[src/inc/msel_params.svh]
// Bit positions, masks and reset values of the module status and event registers
`ifndef MSEL_PARAMS_SVH
`define MSEL_PARAMS_SVH

// Live status bit positions
`define MSEL_ST_RAMP_LIM 21
`define MSEL_ST_FAST_DOWN 16
`define MSEL_ST_KILL 15
`define MSEL_ST_TEMP_OK 14
`define MSEL_ST_SUPPLY_OK 13
`define MSEL_ST_MOD_OK 12
`define MSEL_ST_EV_ACTIVE 11
`define MSEL_ST_LOOP_OK 10
`define MSEL_ST_NO_RAMP 9
`define MSEL_ST_NO_SUM_ERR 8
`define MSEL_ST_INPUT_ERR 6
`define MSEL_ST_SERVICE 4
`define MSEL_ST_HV_ON 3
`define MSEL_ST_FINE_ADJ 0
`define MSEL_ST_VALID 32'h0021ff59
`define MSEL_ST_RESET 32'h00000000

// Event bit positions
`define MSEL_EV_TEMP 14
`define MSEL_EV_SUPPLY 13
`define MSEL_EV_LOOP 10
`define MSEL_EV_INPUT 6
`define MSEL_EV_SERVICE 4
`define MSEL_EV_VALID 32'h00006450
`define MSEL_EV_BLOCKING 32'h00006410
`define MSEL_EV_RESET 32'h00000000

// Synchronised pin vector layout
`define MSEL_PIN_TEMP_BAD 0
`define MSEL_PIN_SUPPLY_BAD 1
`define MSEL_PIN_LOOP_OPEN 2
`define MSEL_PIN_HW_FAIL 3
`define MSEL_PIN_PWR_FAIL 4
`define MSEL_PIN_COUNT 5

`endif

[src/inc/msel_pkg.sv]
// Types shared by the module status and event logic
package msel_pkg;

	// Decoded host commands
	typedef enum logic [3:0] {
		MSEL_OP_NOP,
		MSEL_OP_READ_STATUS,
		MSEL_OP_READ_EVENT,
		MSEL_OP_EVENT_W1C,
		MSEL_OP_CLEAR_ALL,
		MSEL_OP_CLEAR_CH,
		MSEL_OP_SET_VALUE,
		MSEL_OP_HV_ON,
		MSEL_OP_HV_OFF
	} msel_op_t;

	// High-voltage permission state
	typedef enum logic [1:0] {
		MSEL_HV_OFF,
		MSEL_HV_ON,
		MSEL_HV_DEAD
	} msel_hv_t;

	// Whole state of the core
	typedef struct packed {
		logic [31:0] sts;
		logic [31:0] evt;
		msel_hv_t hv;
		logic hv_en;
		logic in_err;
		logic rsp_valid;
		logic [31:0] rsp_data;
		logic rsp_refused;
		logic clr_ch;
		logic set_grant;
		logic on_grant;
		logic ramp_off;
		logic emcy_off;
		logic fast_down;
	} msel_state_t;

endpackage

[src/verilog/msel_sync.sv]
// Two-stage synchroniser for asynchronous module condition pins
`timescale 1ns/10ps
module msel_sync
	import msel_pkg::*;
#(
	parameter int W = 5
)
(
	input wire logic ref_clk,
	input wire logic rstn,
	input wire logic [W-1:0] din,
	output logic [W-1:0] dout
);

	typedef struct packed {
		logic [W-1:0] s1;
		logic [W-1:0] s2;
	} msel_sync_t;

	msel_sync_t st_q;
	msel_sync_t st_d;

	// First stage feeds only the second; nothing else may look at it
	always_comb begin
		st_d = st_q;
		st_d.s1 = din;
		st_d.s2 = st_q.s1;
	end

	// Reset to zero means "no fault seen" on every pin
	always_ff @(posedge ref_clk or negedge rstn) begin
		if (!rstn) begin
			st_q <= '0;
		end else begin
			st_q <= st_d;
		end
	end

	assign dout = st_q.s2;

endmodule

[src/verilog/msel_core.sv]
// Module live status, sticky events and high-voltage blocking
`timescale 1ns/10ps
`include "msel_params.svh"

// Behaviour
// RULE1: Event bit sets while its condition holds
// RULE2: Events sticky; cleared by writing one
// RULE3: Global clear wipes module and channel events
// RULE4: Channel clear command resets channel events
// RULE5: Blocking refuses voltage increase while on
// RULE6: Blocking refuses switching high voltage on
// RULE7: Clearing event or mask releases blocking
// RULE8: Temperature 14, supply 13, loop 10 block
// RULE9: Input error 6 free, service 4 blocks
// RULE10: Only blocking events inhibit voltage changes
// RULE11: Module good is sum-ok without bad events
// RULE12: Sum-ok when no channel shows faults
// RULE13: Event active is masked channel summary OR
// RULE14: HV-on when any channel generates or exceeds
// RULE15: Input error sets on range, clears on success
// RULE16: Temperature bad ramps all channels off
// RULE17: Safety loop open shuts down immediately
// RULE18: Hardware failure flags service, locks HV off
// RULE19: No-ramp when all stable, none ramping
// RULE20: Power fail reports fast ramp down
// RULE21: Ramp-limited under kill or deferred trip
// RULE22: Fine-adjust and kill status mirror modes
// RULE23: Live status tracks condition without latching
// RULE24: Reserved bits read zero, ignore writes
module msel_core
	import msel_pkg::*;
(
	input wire logic ref_clk,
	input wire logic rstn,
	input wire logic temp_good,
	input wire logic supply_good,
	input wire logic safety_loop_closed,
	input wire logic hw_fail,
	input wire logic power_fail,
	input wire logic [31:0] ch_volt_limit,
	input wire logic [31:0] ch_curr_limit,
	input wire logic [31:0] ch_curr_trip,
	input wire logic [31:0] ch_ext_inhibit,
	input wire logic [31:0] ch_volt_bounds,
	input wire logic [31:0] ch_curr_bounds,
	input wire logic [31:0] ch_arc_error,
	input wire logic [31:0] ch_event_summary,
	input wire logic [31:0] ch_event_chmask,
	input wire logic [31:0] ch_hv_active,
	input wire logic [31:0] ch_above_thresh,
	input wire logic [31:0] ch_stable,
	input wire logic [31:0] ch_ramping,
	input wire logic [31:0] event_mask,
	input wire logic fine_adjust_en,
	input wire logic kill_en,
	input wire logic delayed_trip_act,
	input wire logic ramp_limit_dis,
	input wire logic cmd_valid,
	input wire msel_op_t cmd_op,
	input wire logic [31:0] cmd_data,
	input wire logic cmd_range_ok,
	input wire logic cmd_raise,
	output logic rsp_valid,
	output logic [31:0] rsp_data,
	output logic rsp_refused,
	output logic [31:0] module_live_status,
	output logic [31:0] module_event_latch,
	output logic clear_channel_events_cmd,
	output logic set_value_grant,
	output logic hv_on_grant,
	output logic hv_enable,
	output logic ramp_down_all,
	output logic emergency_off_all,
	output logic power_fail_discharge,
	output logic hardware_fault_flag,
	output logic module_healthy,
	output logic all_channels_healthy
);

	msel_state_t st_q;
	msel_state_t st_d;
	logic [`MSEL_PIN_COUNT-1:0] pin_raw;
	logic [`MSEL_PIN_COUNT-1:0] pin_s;
	logic temp_bad_s;
	logic supply_bad_s;
	logic loop_open_s;
	logic hw_fail_s;
	logic pwr_fail_s;
	logic [31:0] sum_err;
	logic [31:0] live;
	logic [31:0] ev_set;
	logic [31:0] ev_clr;
	logic blocking;
	logic hv_live;

	// The three good-polarity pins are inverted to "bad" polarity so that a zero reset means healthy
	assign pin_raw[`MSEL_PIN_TEMP_BAD] = ~temp_good;
	assign pin_raw[`MSEL_PIN_SUPPLY_BAD] = ~supply_good;
	assign pin_raw[`MSEL_PIN_LOOP_OPEN] = ~safety_loop_closed;
	assign pin_raw[`MSEL_PIN_HW_FAIL] = hw_fail;
	assign pin_raw[`MSEL_PIN_PWR_FAIL] = power_fail;

	msel_sync #(
		.W(`MSEL_PIN_COUNT)
	) u_sync (
		.ref_clk(ref_clk),
		.rstn(rstn),
		.din(pin_raw),
		.dout(pin_s)
	);

	assign temp_bad_s = pin_s[`MSEL_PIN_TEMP_BAD];
	assign supply_bad_s = pin_s[`MSEL_PIN_SUPPLY_BAD];
	assign loop_open_s = pin_s[`MSEL_PIN_LOOP_OPEN];
	assign hw_fail_s = pin_s[`MSEL_PIN_HW_FAIL];
	assign pwr_fail_s = pin_s[`MSEL_PIN_PWR_FAIL];

	// Per-channel fault summary feeding the sum-ok flag
	assign sum_err = ch_volt_limit | ch_curr_limit | ch_curr_trip | ch_ext_inhibit
		| ch_volt_bounds | ch_curr_bounds | ch_arc_error; // RULE12
	assign hv_live = |(ch_hv_active | ch_above_thresh); // RULE14

	// Live status is rebuilt every cycle, never latched
	always_comb begin
		live = '0;
		live[`MSEL_ST_RAMP_LIM] = (kill_en | delayed_trip_act) & ~ramp_limit_dis; // RULE21
		live[`MSEL_ST_FAST_DOWN] = pwr_fail_s; // RULE20
		live[`MSEL_ST_KILL] = kill_en; // RULE22
		live[`MSEL_ST_TEMP_OK] = ~temp_bad_s;
		live[`MSEL_ST_SUPPLY_OK] = ~supply_bad_s;
		live[`MSEL_ST_MOD_OK] = ~|sum_err & ~(st_q.evt[`MSEL_EV_TEMP]
			| st_q.evt[`MSEL_EV_SUPPLY] | st_q.evt[`MSEL_EV_LOOP]); // RULE11
		live[`MSEL_ST_EV_ACTIVE] = |(ch_event_summary & ch_event_chmask); // RULE13
		live[`MSEL_ST_LOOP_OK] = ~loop_open_s;
		live[`MSEL_ST_NO_RAMP] = (&ch_stable) & ~|ch_ramping; // RULE19
		live[`MSEL_ST_NO_SUM_ERR] = ~|sum_err; // RULE12
		live[`MSEL_ST_INPUT_ERR] = st_q.in_err; // RULE15
		live[`MSEL_ST_SERVICE] = hw_fail_s | (st_q.hv == MSEL_HV_DEAD); // RULE18
		live[`MSEL_ST_HV_ON] = hv_live; // RULE14
		live[`MSEL_ST_FINE_ADJ] = fine_adjust_en; // RULE22
		live = live & `MSEL_ST_VALID; // RULE23 RULE24
	end

	// Event conditions: the "not good" side of each watched status flag
	always_comb begin
		ev_set = '0;
		ev_set[`MSEL_EV_TEMP] = temp_bad_s; // RULE1 RULE8
		ev_set[`MSEL_EV_SUPPLY] = supply_bad_s; // RULE8
		ev_set[`MSEL_EV_LOOP] = loop_open_s; // RULE8
		ev_set[`MSEL_EV_INPUT] = st_q.in_err; // RULE9
		ev_set[`MSEL_EV_SERVICE] = live[`MSEL_ST_SERVICE]; // RULE9
	end

	// Host clears: write-one per bit, or everything on the global clear
	always_comb begin
		ev_clr = '0;
		if (cmd_valid && cmd_op == MSEL_OP_EVENT_W1C) begin
			ev_clr = cmd_data; // RULE2
		end else if (cmd_valid && cmd_op == MSEL_OP_CLEAR_ALL) begin
			ev_clr = '1; // RULE3
		end
	end

	// Combinational so that release is immediate when event or mask drops
	assign blocking = |(st_q.evt & event_mask & `MSEL_EV_BLOCKING); // RULE7 RULE10

	// Next-state of the whole core
	always_comb begin
		st_d = st_q;
		st_d.sts = live;
		// Set wins over a clear in the same cycle so no event is lost
		st_d.evt = ((st_q.evt & ~ev_clr) | ev_set) & `MSEL_EV_VALID; // RULE1 RULE2 RULE24
		st_d.rsp_valid = 1'b0;
		st_d.rsp_refused = 1'b0;
		st_d.clr_ch = 1'b0;
		st_d.set_grant = 1'b0;
		st_d.on_grant = 1'b0;
		st_d.ramp_off = temp_bad_s; // RULE16
		st_d.emcy_off = loop_open_s; // RULE17
		st_d.fast_down = pwr_fail_s; // RULE20
		if (cmd_valid) begin
			st_d.rsp_valid = 1'b1;
			st_d.rsp_data = '0;
			case (cmd_op)
				MSEL_OP_READ_STATUS: begin
					st_d.rsp_data = st_q.sts;
				end
				MSEL_OP_READ_EVENT: begin
					st_d.rsp_data = st_q.evt;
				end
				MSEL_OP_CLEAR_ALL: begin
					st_d.clr_ch = 1'b1; // RULE3
				end
				MSEL_OP_CLEAR_CH: begin
					st_d.clr_ch = 1'b1; // RULE4
				end
				MSEL_OP_SET_VALUE: begin
					if (!cmd_range_ok) begin
						st_d.in_err = 1'b1; // RULE15
						st_d.rsp_refused = 1'b1;
					end else if (cmd_raise && blocking
						&& (hv_live || st_q.hv == MSEL_HV_ON)) begin
						st_d.rsp_refused = 1'b1; // RULE5
					end else begin
						st_d.in_err = 1'b0; // RULE15
						st_d.set_grant = 1'b1;
					end
				end
				MSEL_OP_HV_ON: begin
					if (st_q.hv == MSEL_HV_DEAD || hw_fail_s) begin
						st_d.rsp_refused = 1'b1; // RULE18
					end else if (st_q.hv == MSEL_HV_OFF && blocking) begin
						st_d.rsp_refused = 1'b1; // RULE6
					end else begin
						st_d.hv = MSEL_HV_ON;
						st_d.on_grant = 1'b1;
					end
				end
				MSEL_OP_HV_OFF: begin
					if (st_q.hv != MSEL_HV_DEAD) begin
						st_d.hv = MSEL_HV_OFF;
					end
				end
				default: begin
					st_d.rsp_data = '0;
				end
			endcase
		end
		// Safety shutdowns override the high-voltage state and switch-on grant the host asked for this cycle
		if (hw_fail_s || st_q.hv == MSEL_HV_DEAD) begin
			st_d.hv = MSEL_HV_DEAD; // RULE18
			st_d.on_grant = 1'b0;
		end else if (loop_open_s || temp_bad_s) begin
			st_d.hv = MSEL_HV_OFF; // RULE16 RULE17
			st_d.on_grant = 1'b0;
		end
		// Enable kept as its own flop so the output carries no decode glitch
		st_d.hv_en = (st_d.hv == MSEL_HV_ON); // RULE18
	end

	// Single state register; the dead state only leaves through reset
	always_ff @(posedge ref_clk or negedge rstn) begin
		if (!rstn) begin
			st_q <= '0;
		end else begin
			st_q <= st_d;
		end
	end

	// Every output is a field of the state register
	assign rsp_valid = st_q.rsp_valid;
	assign rsp_data = st_q.rsp_data;
	assign rsp_refused = st_q.rsp_refused;
	assign module_live_status = st_q.sts;
	assign module_event_latch = st_q.evt;
	assign clear_channel_events_cmd = st_q.clr_ch;
	assign set_value_grant = st_q.set_grant;
	assign hv_on_grant = st_q.on_grant;
	assign hv_enable = st_q.hv_en;
	assign ramp_down_all = st_q.ramp_off;
	assign emergency_off_all = st_q.emcy_off;
	assign power_fail_discharge = st_q.fast_down;
	assign hardware_fault_flag = st_q.sts[`MSEL_ST_SERVICE];
	assign module_healthy = st_q.sts[`MSEL_ST_MOD_OK];
	assign all_channels_healthy = st_q.sts[`MSEL_ST_NO_SUM_ERR];

	// Checks on event capture, clearing, blocking, status flags and safety shutdowns
	a_event_capture: assert property (@(posedge ref_clk) disable iff (!rstn) // RULE1
		temp_bad_s |=> st_q.evt[`MSEL_EV_TEMP])
		else $error("temperature event not captured");

	a_event_sticky: assert property (@(posedge ref_clk) disable iff (!rstn) // RULE2
		st_q.evt[`MSEL_EV_LOOP] && !(cmd_valid && (cmd_op == MSEL_OP_CLEAR_ALL
		|| (cmd_op == MSEL_OP_EVENT_W1C && cmd_data[`MSEL_EV_LOOP])))
		|=> st_q.evt[`MSEL_EV_LOOP])
		else $error("loop event dropped without clear");

	a_clear_all: assert property (@(posedge ref_clk) disable iff (!rstn) // RULE3
		cmd_valid && cmd_op == MSEL_OP_CLEAR_ALL && ev_set == 32'h00000000
		|=> st_q.evt == 32'h00000000 && clear_channel_events_cmd)
		else $error("global clear incomplete");

	a_clear_chan: assert property (@(posedge ref_clk) disable iff (!rstn) // RULE4
		cmd_valid && cmd_op == MSEL_OP_CLEAR_CH |=> clear_channel_events_cmd && rsp_valid)
		else $error("channel clear not issued");

	a_raise_block: assert property (@(posedge ref_clk) disable iff (!rstn) // RULE5
		cmd_valid && cmd_op == MSEL_OP_SET_VALUE && cmd_raise && blocking && hv_live
		|=> rsp_refused && !set_value_grant)
		else $error("raise accepted while blocked");

	a_on_block: assert property (@(posedge ref_clk) disable iff (!rstn) // RULE6
		cmd_valid && cmd_op == MSEL_OP_HV_ON && blocking && !hv_enable
		|=> !hv_on_grant && !hv_enable && rsp_refused)
		else $error("switch-on accepted while blocked");

	a_input_free: assert property (@(posedge ref_clk) disable iff (!rstn) // RULE10
		(st_q.evt & ~(32'h1 << `MSEL_EV_INPUT)) == 32'h00000000 |-> !blocking)
		else $error("input error event blocks");

	a_module_good: assert property (@(posedge ref_clk) disable iff (!rstn) // RULE11
		st_q.evt[`MSEL_EV_LOOP] |=> !module_healthy)
		else $error("module good despite loop event");

	a_input_error: assert property (@(posedge ref_clk) disable iff (!rstn) // RULE15
		cmd_valid && cmd_op == MSEL_OP_SET_VALUE && !cmd_range_ok
		|=> rsp_refused ##1 st_q.sts[`MSEL_ST_INPUT_ERR])
		else $error("input error not flagged");

	a_loop_off: assert property (@(posedge ref_clk) disable iff (!rstn) // RULE17
		loop_open_s |=> emergency_off_all && !hv_enable)
		else $error("loop open without shutdown");

	a_service_lock: assert property (@(posedge ref_clk) disable iff (!rstn) // RULE18
		hw_fail_s |=> (!hv_enable && hardware_fault_flag) [*4])
		else $error("hardware failure did not lock");

endmodule

[config.mk]
export PLATFORM = sky130hd
export DESIGN_NAME = msel_core
export DESIGN_NICKNAME = d
export VERILOG_FILES = /design/src/inc/msel_pkg.sv /design/src/verilog/msel_sync.sv /design/src/verilog/msel_core.sv
export VERILOG_INCLUDE_DIRS = /design/src /design/src/inc
export SDC_FILE = /design/constraint.sdc
export NUM_CORES = 1
export LEC_CHECK = 0
export BUFFER_PORTS_ARGS = -buffer_cell sky130_fd_sc_hd__buf_4
export CAP_MARGIN = 20
export CORE_AREA = 2 2 233 235
export DETAILED_ROUTE_END_ITERATION = 16
export DIE_AREA = 0 0 235 237
export SLEW_MARGIN = 20
export SYNTH_ARGS = -nofsm -noshare
export SYNTH_HDL_FRONTEND = slang
export SYNTH_SLANG_ARGS = --single-unit
[constraint.sdc]
create_clock -name ref_clk -period 1.4 [get_ports ref_clk]
set_input_delay 0.07 -clock ref_clk [delete_from_list [all_inputs] [get_ports ref_clk]]
set_output_delay 0.07 -clock ref_clk [all_outputs]
set_load 0.01 [all_outputs]
==> flow_metrics.env, run 1 <==
export IMPL_cts_buffers=5
export IMPL_synth_edf_count=0
export IMPL_yosysSeqAreaShare_pct=37.7
export IMPL_synthArstFlopShare_pct=100
export IMPL_start_util_pct=6.72
export IMPL_drtIter0Drc=189
export IMPL_fp_row_count=85
export IMPL_area_delta_synth_final_pct=137
export IMPL_firstDrtPassIters=6
export IMPL_regArea_sq_um=1350
export IMPL_total_leakage_power_nw=3.92
export IMPL_wl_per_cell_um=19.1
export IMPL_dpl_cell_count=1574
export IMPL_fin_util_pct=15.9
export IMPL_yosys_area_top_type="dfrtp_1"
export IMPL_rr_worst_depth=5
export IMPL_clk_pin_slew_ns=0.08
export IMPL_die_y_um=237
export IMPL_grt_pass1_vias=5320
export IMPL_fin_ws_ns=0.00444
export IMPL_p_int_w=0.00331
export IMPL_ys_ff_latch=54
export IMPL_nets=1421
export IMPL_syn_area_sq_um=3580
export IMPL_crit_type="flip-flop to flip-flop"
export IMPL_hold_depth=4
export IMPL_ctsHtreeMaxLevel=2
export IMPL_irDropWorstVdd_uv=514
export IMPL_switching_share_pct=29.2
export IMPL_fin_worst_skew_ns=0.00898
export IMPL_power_frac_seq_pct=35.0
export IMPL_coreArea_sq_um=53300
export IMPL_grt_pass1_wl_mm=40.6
export IMPL_numPortBuffers=487
export IMPL_run_status="complete, no violations"
export IMPL_synth_top_area_share_pct=37.7
export IMPL_dieArea_sq_um=55700
export IMPL_p_total_w=0.00467
export IMPL_drc_errors=0
export IMPL_gr_usage_all_layers_pct=10.5
export IMPL_overflow=0
export IMPL_clk_latency_ns=0.33
export IMPL_power_density_nw_per_um2=550
export IMPL_grt_max_degree=37
export IMPL_hp_class="primary input to flip-flop"
export IMPL_timing_fmax_mhz=717
export IMPL_dp_slack_ns=-0.494
export IMPL_crit_arrival_ns=1.62
export IMPL_slew_violations=0
export IMPL_stdcell_count=1627
export IMPL_ioPinCount=606
export IMPL_drt_wl_total_mm=31.1
export IMPL_cp_num_buf_inv=0
export IMPL_postRouteAntennaNets=0
export IMPL_start_kind="flip-flop"
export IMPL_power_switching_w=0.00137
export IMPL_cts_root_buf="clkbuf_16"
export IMPL_ys_flop_type="dfrtp_1"
export IMPL_r2r_slack_ns=0.004
export IMPL_cts_sinks=54
export IMPL_clkPwrFrac_pct=30.8
export IMPL_routed_via_density=3.20
export IMPL_yosysWarnings=0
export IMPL_die_w_um=235
export IMPL_final_cell_area_sq_um=8490
export IMPL_cp_end_kind="flip-flop"
export IMPL_cpMaxStageDelayCell="dfrtp_1"
export IMPL_vias=5209
export IMPL_final_min_clock_period_ns=1.40
export IMPL_drive_gt1_share_pct=59.7
export IMPL_path_delay_family="compound AO/OA/AOI/OAI gates"
export IMPL_max_cap_violations=0
export IMPL_yosys_top_cells_area="dfrtp_1 38%, buf_4 20%, nor4_1 15%, nand4_1 4.9%, a22oi_1 3.6%"
export IMPL_place_gp_congestion=0.900
export IMPL_pwr_share_comb_pct=34.2
export IMPL_reg2reg_to="rsp_refused"
export IMPL_min_delay_start="ch_ramping[7]"
export IMPL_syn_area_per_cell_sq_um=9.04
export IMPL_ctsLongestPathBuffers=2
export IMPL_netlist_instances=396
export IMPL_cts_tree="built"
export IMPL_worstPathRequired_ns=1.62
export IMPL_setup_violations=0
export IMPL_rsz0062_at_grt="true"
export IMPL_placed_area_sq_um=7870
export IMPL_nFillCells=6033
export IMPL_dp_hpwl_mm=27.6
export IMPL_whs_endpoint="module_live_status[9]"
export IMPL_rr_startpoint="module_event_latch[4]"
export IMPL_synthDistinctLibCells=41
export IMPL_final_hold_viol_count=0
export IMPL_path_cells="a22o_4, nor3_1, nor2_1, o21ai_1, o21ba_1"
export IMPL_antenna_found_initial=19
export IMPL_critPathMaxFanout=2
export IMPL_crit_path_max_incr_delay_ns=0.40
export IMPL_post_route_period_util_pct=99.7
export IMPL_multi_input_area_sq_um=1700
## state kept, by name, indices dropped and copies added (netlist names), 2 cells and up
signal	count
st_q	2
module_event_latch	5
rsp_data	14
module_live_status	14
u_sync.dout	5
u_sync.st_d	5
## power groups by stage
stage	combinational [W]	sequential [W]	clock [W]
floorplan	0.000391	0.00166	0
global placement	0.00149	0.00167	0
detailed placement	0.00150	0.00167	0
CTS	0.00160	0.00164	0.00156
global route	0.00170	0.00164	0.00159
finish	0.00160	0.00164	0.00144
## how the worst max path moves through the flow
stage	startpoint	to	slack [ns]	cells after the start
final	module_event_latch[4]	rsp_refused	0.004	5
after detailed placement	ch_volt_bounds[28]	module_live_status[12]	-0.49	7
after CTS	module_event_latch[4]	rsp_refused	0.003	5
after global placement	ch_volt_limit[4]	module_live_status[12]	-0.44	8
after global routing	module_event_latch[13]	rsp_refused	-0.08	5
after floorplan	module_event_latch[13]	rsp_refused	0.03	5
## cell families (layout without fill, tap and decap cells)
family	after synthesis	count (layout)	synth area share (%)
buf+inv	125	591	23.2
flops	54	54	37.7
compound gates	57	57	11.4
other cells	1	70	0.105
simple gates	159	159	27.5
## area by class of cell
| type | count | share of cell area [%] |
|---|---|---|
| Inverter | 25 | 1.11 |
| Timing Repair Buffer | 558 | 50.7 |
| Clock buffer | 5 | 1.47 |
| Tap cell | 696 | 10.3 |
| Multi-Input combinational cell | 279 | 20.0 |
| Clock inverter | 3 | 0.339 |
| Sequential cell | 54 | 15.9 |
| Antenna cell | 7 | 0.206 |
## stage by stage
stage | hold WS (ns) | setup TNS, ns
after floorplan | -0.226 | 0
after global placement | -0.0147 | -1.36
after detailed placement | -0.0123 | -1.62
after CTS | 0.00455 | 0
after global routing | 0.0360 | -0.119
final | 0.0446 | 0
## synthesized netlist by cell type, types with 2 or more instances
| cell | number |
|---|---|
| buf_2 | 2 |
| o21ai_1 | 2 |
| nor2_1 | 7 |
| a22oi_1 | 17 |
| o21ai_0 | 16 |
| nand2b_1 | 3 |
| nor4_2 | 3 |
| buf_4 | 96 |
| clkbuf_1 | 2 |
| nor4_1 | 83 |
| dfrtp_1 | 54 |
| inv_1 | 25 |
| and4_1 | 2 |
| a221oi_1 | 2 |
| nand4_1 | 28 |
| a31o_2 | 5 |
| a22o_1 | 4 |
| nor3_1 | 3 |
| nand3_1 | 3 |
| nand2_1 | 18 |
## worst register-to-register path, cell delays in order, from the launching register on
cell and delay, ns:
dfrtp_1 0.40, a22o_4 0.29, nor3_1 0.27, nor2_1 0.07
o21ai_1 0.11, o21ba_1 0.15
## layout by cell type (no fill, tap or decap), types with 2 or more instances in the layout
master	instances
clkbuf_16	5
dlygate4sd3_1	36
a31o_2	5
dfrtp_1	54
buf_4	520
o21ai_1	4
nor4_2	9
a221oi_1	2
inv_1	25
a22oi_1	17
a22o_1	2
a22o_4	2
clkinv_4	2
buf_12	2
diode_2	7
nand3_1	3
nand2_1	18
nand4_1	28
nor2_1	7
o21ai_0	14
nor4_1	76
nand2b_1	3
nor3_1	3
conb_1	63
and4_1	2
## timing repair
item	CTS	global route
resized for setup	8	6
hold endpoints to repair	63	0
setup endpoints to repair	2	5
buffers inserted	0	2
pin swaps	2	4
hold buffers	36	0
## metal layers
metal  track usage, %  vias up  part of all wire (%)
met3             3.18       40                   7.2
li1                 -     2416                     -
met4             3.84        8                   2.5
met5                0        -                  0.16
met2             18.9      317                    53
met1             11.6     2428                    37
Power figures use the tool's default switching activity.
==> run 2, diff against run 1 <==
- RECOVER_POWER: unset -> 50
==> run 2 against run 1 <==
  * Via count increased by 0.33%
  * First-iteration DRC count rose by 5.8%
  * Count of clock-buffer cells in the layout stayed put
  * Fmax about the same
  * Sequential cell count stayed put
  * Routed wire length barely moved
  * Utilization about the same
  * Die area unchanged
  * Sequential share of layout area is essentially flat
  * Non-clock buffer count is the same
  * Final area down 0.31%
  * Worst setup slack about the same
  * Largest cell class unchanged
==> flow_metrics.env, run 2 (same netlist as run 1, synthesis figures left out) <==
export IMPL_layout_common_cells="507 x buf_4, 76 x nor4_1, 63 x conb_1"
export IMPL_firstDrtPassIters=5
export IMPL_path_cells="a22o_4, o21a_1, o21ba_2, o21ai_1, o21ba_1"
export IMPL_dieArea_sq_um=55700
export IMPL_dpl_cell_count=1574
export IMPL_drt_wl_total_mm=31.1
export IMPL_clk_latency_ns=0.33
export IMPL_grt_pass1_vias=5320
export IMPL_die_y_um=237
export IMPL_cts_sinks=54
export IMPL_final_hold_viol_count=0
export IMPL_nFillCells=6039
export IMPL_cp_end_kind="flip-flop"
export IMPL_regArea_sq_um=1350
export IMPL_start_kind="flip-flop"
export IMPL_area_delta_synth_final_pct=136
export IMPL_worstPathRequired_ns=1.62
export IMPL_crit_arrival_ns=1.62
export IMPL_drc_errors=0
export IMPL_critPathMaxFanout=2
export IMPL_cts_tree="built"
export IMPL_mostFrequentLayoutCell="buf_4"
export IMPL_stdcell_count=1627
export IMPL_grt_pass1_wl_mm=40.6
export IMPL_nets=1421
export IMPL_finalSetupTns_ns=0
export IMPL_cp_startpoint="module_event_latch[13]"
export IMPL_cts_root_buf="clkbuf_16"
export IMPL_vias=5226
export IMPL_timing_fmax_mhz=716
export IMPL_hp_class="primary input to flip-flop"
export IMPL_cpMaxStageDelayCell="dfrtp_1"
export IMPL_fin_util_pct=15.9
export IMPL_rsz0062_at_grt="true"
export IMPL_ioPinCount=606
export IMPL_max_cap_violations=0
export IMPL_irDropWorstVdd_uv=513
export IMPL_power_density_nw_per_um2=551
export IMPL_start_util_pct=6.72
export IMPL_fp_row_count=85
export IMPL_overflow=0
export IMPL_min_delay_start="ch_ramping[7]"
export IMPL_die_w_um=235
export IMPL_gr_usage_all_layers_pct=10.5
export IMPL_clk_pin_slew_ns=0.08
export IMPL_final_min_clock_period_ns=1.40
export IMPL_fin_worst_skew_ns=0.00933
export IMPL_ctsLongestPathBuffers=2
export IMPL_post_route_period_util_pct=99.7
export IMPL_drtIter0Drc=200
export IMPL_crit_type="flip-flop to flip-flop"
export IMPL_cts_buffers=5
export IMPL_coreArea_sq_um=53300
export IMPL_routed_via_density=3.21
export IMPL_dp_hpwl_mm=27.6
export IMPL_ctsHtreeMaxLevel=2
export IMPL_place_gp_congestion=0.900
export IMPL_rr_startpoint="module_event_latch[13]"
export IMPL_multi_input_area_sq_um=1700
export IMPL_run_status="complete, no violations"
export IMPL_wl_per_cell_um=19.1
export IMPL_drive_gt1_share_pct=59.4
export IMPL_slew_headroom_pct=47.2
export IMPL_total_leakage_power_nw=3.91
export IMPL_tightest_slew_ns=0.791
export IMPL_numPortBuffers=487
export IMPL_path_delay_family="compound AO/OA/AOI/OAI gates"
export IMPL_cp_num_buf_inv=0
export IMPL_grt_max_degree=37
export IMPL_antenna_found_initial=19
export IMPL_setup_violations=0
export IMPL_postRouteAntennaNets=0
export IMPL_crit_path_max_incr_delay_ns=0.40
export IMPL_slew_violations=0
[run 2: path summary, 6_finish.rpt]
| check | end | slack, ns | depth (start not counted) |
|---|---|---|---|
| worst max-delay path | rsp_refused | 0.004 | 5 |
| worst min-delay path | module_live_status[9] | 0.04 | 4 |
| worst max register to register | rsp_refused | 0.004 | 5 |
| worst min register to register | u_sync.dout[0] | 0.36 | 0 |
| max in group asynchronous | module_live_status[15] | 0.18 | 3 |
| min in group asynchronous | module_live_status[4] | 0.25 | 2 |
[run 2: metal layers]
metal / up-vias / share of wire (%) / global-route usage (%)
li1: 2415 / - / -
met5: - / 0.16 / 0
met1: 2433 / 37 / 11.6
met2: 328 / 53 / 18.9
met4: 8 / 2.5 / 3.84
met3: 42 / 7.5 / 3.18
[run 2: final cells by class]
class | instances | share of cell area (%)
repair buffers | 558 | 50.5
multi-input cells | 279 | 20.1
flip-flops and latches | 54 | 16.0
well taps | 696 | 10.3
clock buffers | 5 | 1.48
inverters | 25 | 1.11
clock inverters | 3 | 0.340
diodes | 7 | 0.207
[run 2: repair_timing]
action	4_1_cts	5_1_grt
pin swaps	2	4
endpoints found under the hold margin	63	0
cloned	0	0
gates resized for setup	8	6
setup endpoints to repair	2	5
hold buffers	36	0
setup buffers	0	2
[run 2: where the power goes]
part / switching [W] / internal (W)
sequential: 0.0000298 / 0.00161
clock: 0.000754 / 0.000688
combinational: 0.000584 / 0.00100
total: 0.00137 / 0.00330
[run 2: per-stage QoR]
step | power [W] | hold WS, ns | instance area, sq um | setup WS [ns]
floorplan | 0.00205 | -0.226 | 3810 | 0.0299
global route | 0.00492 | 0.0360 | 8460 | -0.0783
finish | 0.00467 | 0.0436 | 8460 | 0.00428
detailed placement | 0.00317 | -0.0123 | 7870 | -0.494
CTS | 0.00480 | 0.00455 | 8430 | 0.00284
global placement | 0.00315 | -0.0147 | 7870 | -0.439
[run 2: worst register-to-register path, cell delays in order (launching register included)]
cell and delay, ns:
dfrtp_1 0.40, a22o_4 0.29, o21a_1 0.21, o21ba_2 0.19
o21ai_1 0.06, o21ba_1 0.15
==> run 3, diff against run 2 <==
- SYNTH_HIERARCHICAL: unset -> 1
==> run 3 against run 2 <==
  * The flow now finishes with violations (negative setup slack)
  * Critical path depth increased by 2
  * First-iteration DRC count increased by 17%
  * Routed wire length decreased by 22%
  * Non-clock buffer count decreased by 29
  * Sequential share of layout area increased by 0.31 points
  * Sequential power about the same
  * Count of clock-buffer cells in the layout unchanged
  * Largest cell class unchanged
==> flow_metrics.env, run 3 <==
export IMPL_run_status="finished, violations left"
export IMPL_failed_checks="negative setup slack"
export IMPL_rr_startpoint="module_event_latch[4]"
export IMPL_ys_flop_type="dfrtp_1"
export IMPL_synthDistinctLibCells=41
export IMPL_drtIter0Drc=234
export IMPL_nets=1390
export IMPL_firstDrtPassIters=4
export IMPL_ys_ff_latch=54
export IMPL_dp_hpwl_mm=21.6
export IMPL_antenna_found_initial=6
export IMPL_numPortBuffers=487
export IMPL_area_delta_synth_final_pct=133
export IMPL_syn_area_sq_um=3570
export IMPL_fin_ws_ns=-0.159
export IMPL_dp_slack_ns=-1.16
export IMPL_cts_tree="built"
export IMPL_die_w_um=235
export IMPL_cts_sinks=54
export IMPL_start_util_pct=6.70
export IMPL_routed_via_density=3.17
export IMPL_coreArea_sq_um=53300
export IMPL_yosys_top_cells_area="dfrtp_1 38%, buf_4 20%, nor4_1 15%, nand4_1 4.9%, a22oi_1 3.6%"
export IMPL_vias=5046
export IMPL_ctsLongestPathBuffers=2
export IMPL_synth_edf_count=0
export IMPL_yosys_area_top_type="dfrtp_1"
export IMPL_post_route_period_util_pct=111
export IMPL_wl_per_cell_um=15.2
export IMPL_netlist_instances=393
export IMPL_mostFrequentLayoutCell="buf_4"
export IMPL_ctsHtreeMaxLevel=2
export IMPL_cp_startpoint="ch_volt_limit[8]"
export IMPL_grt_max_degree=30
export IMPL_gr_usage_all_layers_pct=8.08
export IMPL_cts_buffers=5
export IMPL_synth_xor_area_share_pct=0
export IMPL_overflow=0
export IMPL_grt_pass1_wl_mm=33.5
export IMPL_fin_worst_skew_ns=0.00570
export IMPL_clk_pin_slew_ns=0.08
export IMPL_cts_root_buf="clkbuf_16"
export IMPL_synth_top_family_by_area="simple AND/OR/NAND/NOR gates"
export IMPL_timing_fmax_mhz=642
export IMPL_yosysMostFrequentCell="buf_4"
export IMPL_irDropWorstVdd_uv=403
export IMPL_grt_pass1_vias=5218
export IMPL_total_leakage_power_nw=3.80
export IMPL_tightest_slew_ns=0.781
export IMPL_slew_violations=0
export IMPL_fp_row_count=85
export IMPL_yosys_top_cells_count="96 x buf_4, 84 x nor4_1, 54 x dfrtp_1"
export IMPL_postRouteAntennaNets=0
export IMPL_syn_area_per_cell_sq_um=9.09
export IMPL_crit_type="primary input to flip-flop"
export IMPL_synth_simple_gate_area_share_pct=27.6
export IMPL_p_total_w=0.00445
export IMPL_synthAdderAreaFrac_pct=0
export IMPL_muxShareOfSynthArea_pct=0
export IMPL_dieArea_sq_um=55700
export IMPL_slew_headroom_pct=47.9
export IMPL_drive_gt1_share_pct=62.7
export IMPL_hp_class="primary input to flip-flop"
export IMPL_drt_wl_total_mm=24.2
export IMPL_final_hold_viol_count=0
export IMPL_setup_violations=1
export IMPL_synth_compound_area_share_pct=11.3
export IMPL_rsz0062_at_grt="true"
export IMPL_final_min_clock_period_ns=1.56
export IMPL_synthArstFlopShare_pct=100
export IMPL_die_y_um=237
export IMPL_place_gp_congestion=1.01
export IMPL_start_kind="primary input"
export IMPL_yosysSeqAreaShare_pct=37.8
export IMPL_critPathMaxFanout=2
export IMPL_power_density_nw_per_um2=535
export IMPL_min_delay_start="cmd_raise"
export IMPL_synth_top_area_share_pct=37.8
export IMPL_fin_util_pct=15.6
export IMPL_layout_common_cells="504 x buf_4, 68 x nor4_1, 63 x conb_1"
export IMPL_yosysWarnings=6
export IMPL_worstPathRequired_ns=1.61
export IMPL_crit_arrival_ns=1.77
export IMPL_cp_end_kind="flip-flop"
export IMPL_clk_latency_ns=0.30
export IMPL_drc_errors=0
export IMPL_max_cap_violations=0
export IMPL_ioPinCount=606
run 3: cell count changes after synthesis, sizes merged, moves of 2 or more:
cell	previous run	this run
nand2b	3	1
nor3	3	5
inv	25	23
nand4b	1	3
o21ai	19	16
run 3: cells by family (layout without fill, tap and decap cells):
family / after synthesis / in the layout
and+or+nand+nor: 161 / 161
buffers and inverters: 122 / 560
other: 1 / 67
AOI/OAI and AO/OA: 55 / 55
DFF: 54 / 54
run 3: repair_timing:
action	CTS	global route
cloned	0	0
buffers inserted	1	0
endpoints found under the setup margin	8	8
hold buffers	11	0
gates resized for setup	26	10
endpoints found under the hold margin	43	0
pin swaps	9	8
run 3: worst paths after layout:
path	end	slack, ns	depth (start not counted)
max in group asynchronous	rsp_data[12]	0.21	3
hold / removal	ev_set[6]	0.08	3
hold reg to reg	u_sync/dout[3]	0.35	0
setup / recovery	module_live_status[12]	-0.16	7
min in group asynchronous	u_sync/st_d[0]	0.32	2
setup reg to reg	st_q[42]	0.01	6
run 3: critical path, cell delays in order:
cell	delay, ns
buf_6	0.10
nor4_4	0.35
nand4_1	0.25
nor4_4	0.39
buf_4	0.19
and4_4	0.22
nor4b_4	0.20
run 3: metal layers:
metal	vias to the layer above	routed length (um)	track usage, %
met4	4	197	1.69
met2	329	11700	13.6
met5	-	26	0
li1	2360	-	-
met1	2338	9870	9.96
met3	15	2370	2.74
run 3: report_power, final:
group | leakage, nW | switching [W] | internal [W]
Sequential | 0.648 | 0.0000308 | 0.00161
Combinational | 3.08 | 0.000522 | 0.000948
Clock | 0.0759 | 0.000656 | 0.000685
Total | 3.80 | 0.00121 | 0.00324
run 3: final cells by class:
class / instances / area (sq um)
diodes: 4 / 10.0
clock buffers: 5 / 125
clock inverters: 3 / 28.8
fillers: 6040 / 45000
inverters: 23 / 86.3
multi-input cells: 279 / 1830
flip-flops and latches: 54 / 1350
well taps: 696 / 871
repair buffers: 529 / 4010
run 3: metrics by stage:
step / hold slack (ns) / std cells / TNS (ns) / cell area [sq um]
4_1_cts: 0.0713 / 1589 / -0.147 / 8260
3_3_place_gp: 0.00449 / 1571 / -4.50 / 7860
5_1_grt: 0.0711 / 1591 / -0.394 / 8310
2_1_floorplan: -0.226 / 455 / 0 / 3800
3_5_place_dp: 0.00259 / 1571 / -4.47 / 7860
6_report: 0.0793 / 1593 / -0.159 / 8310
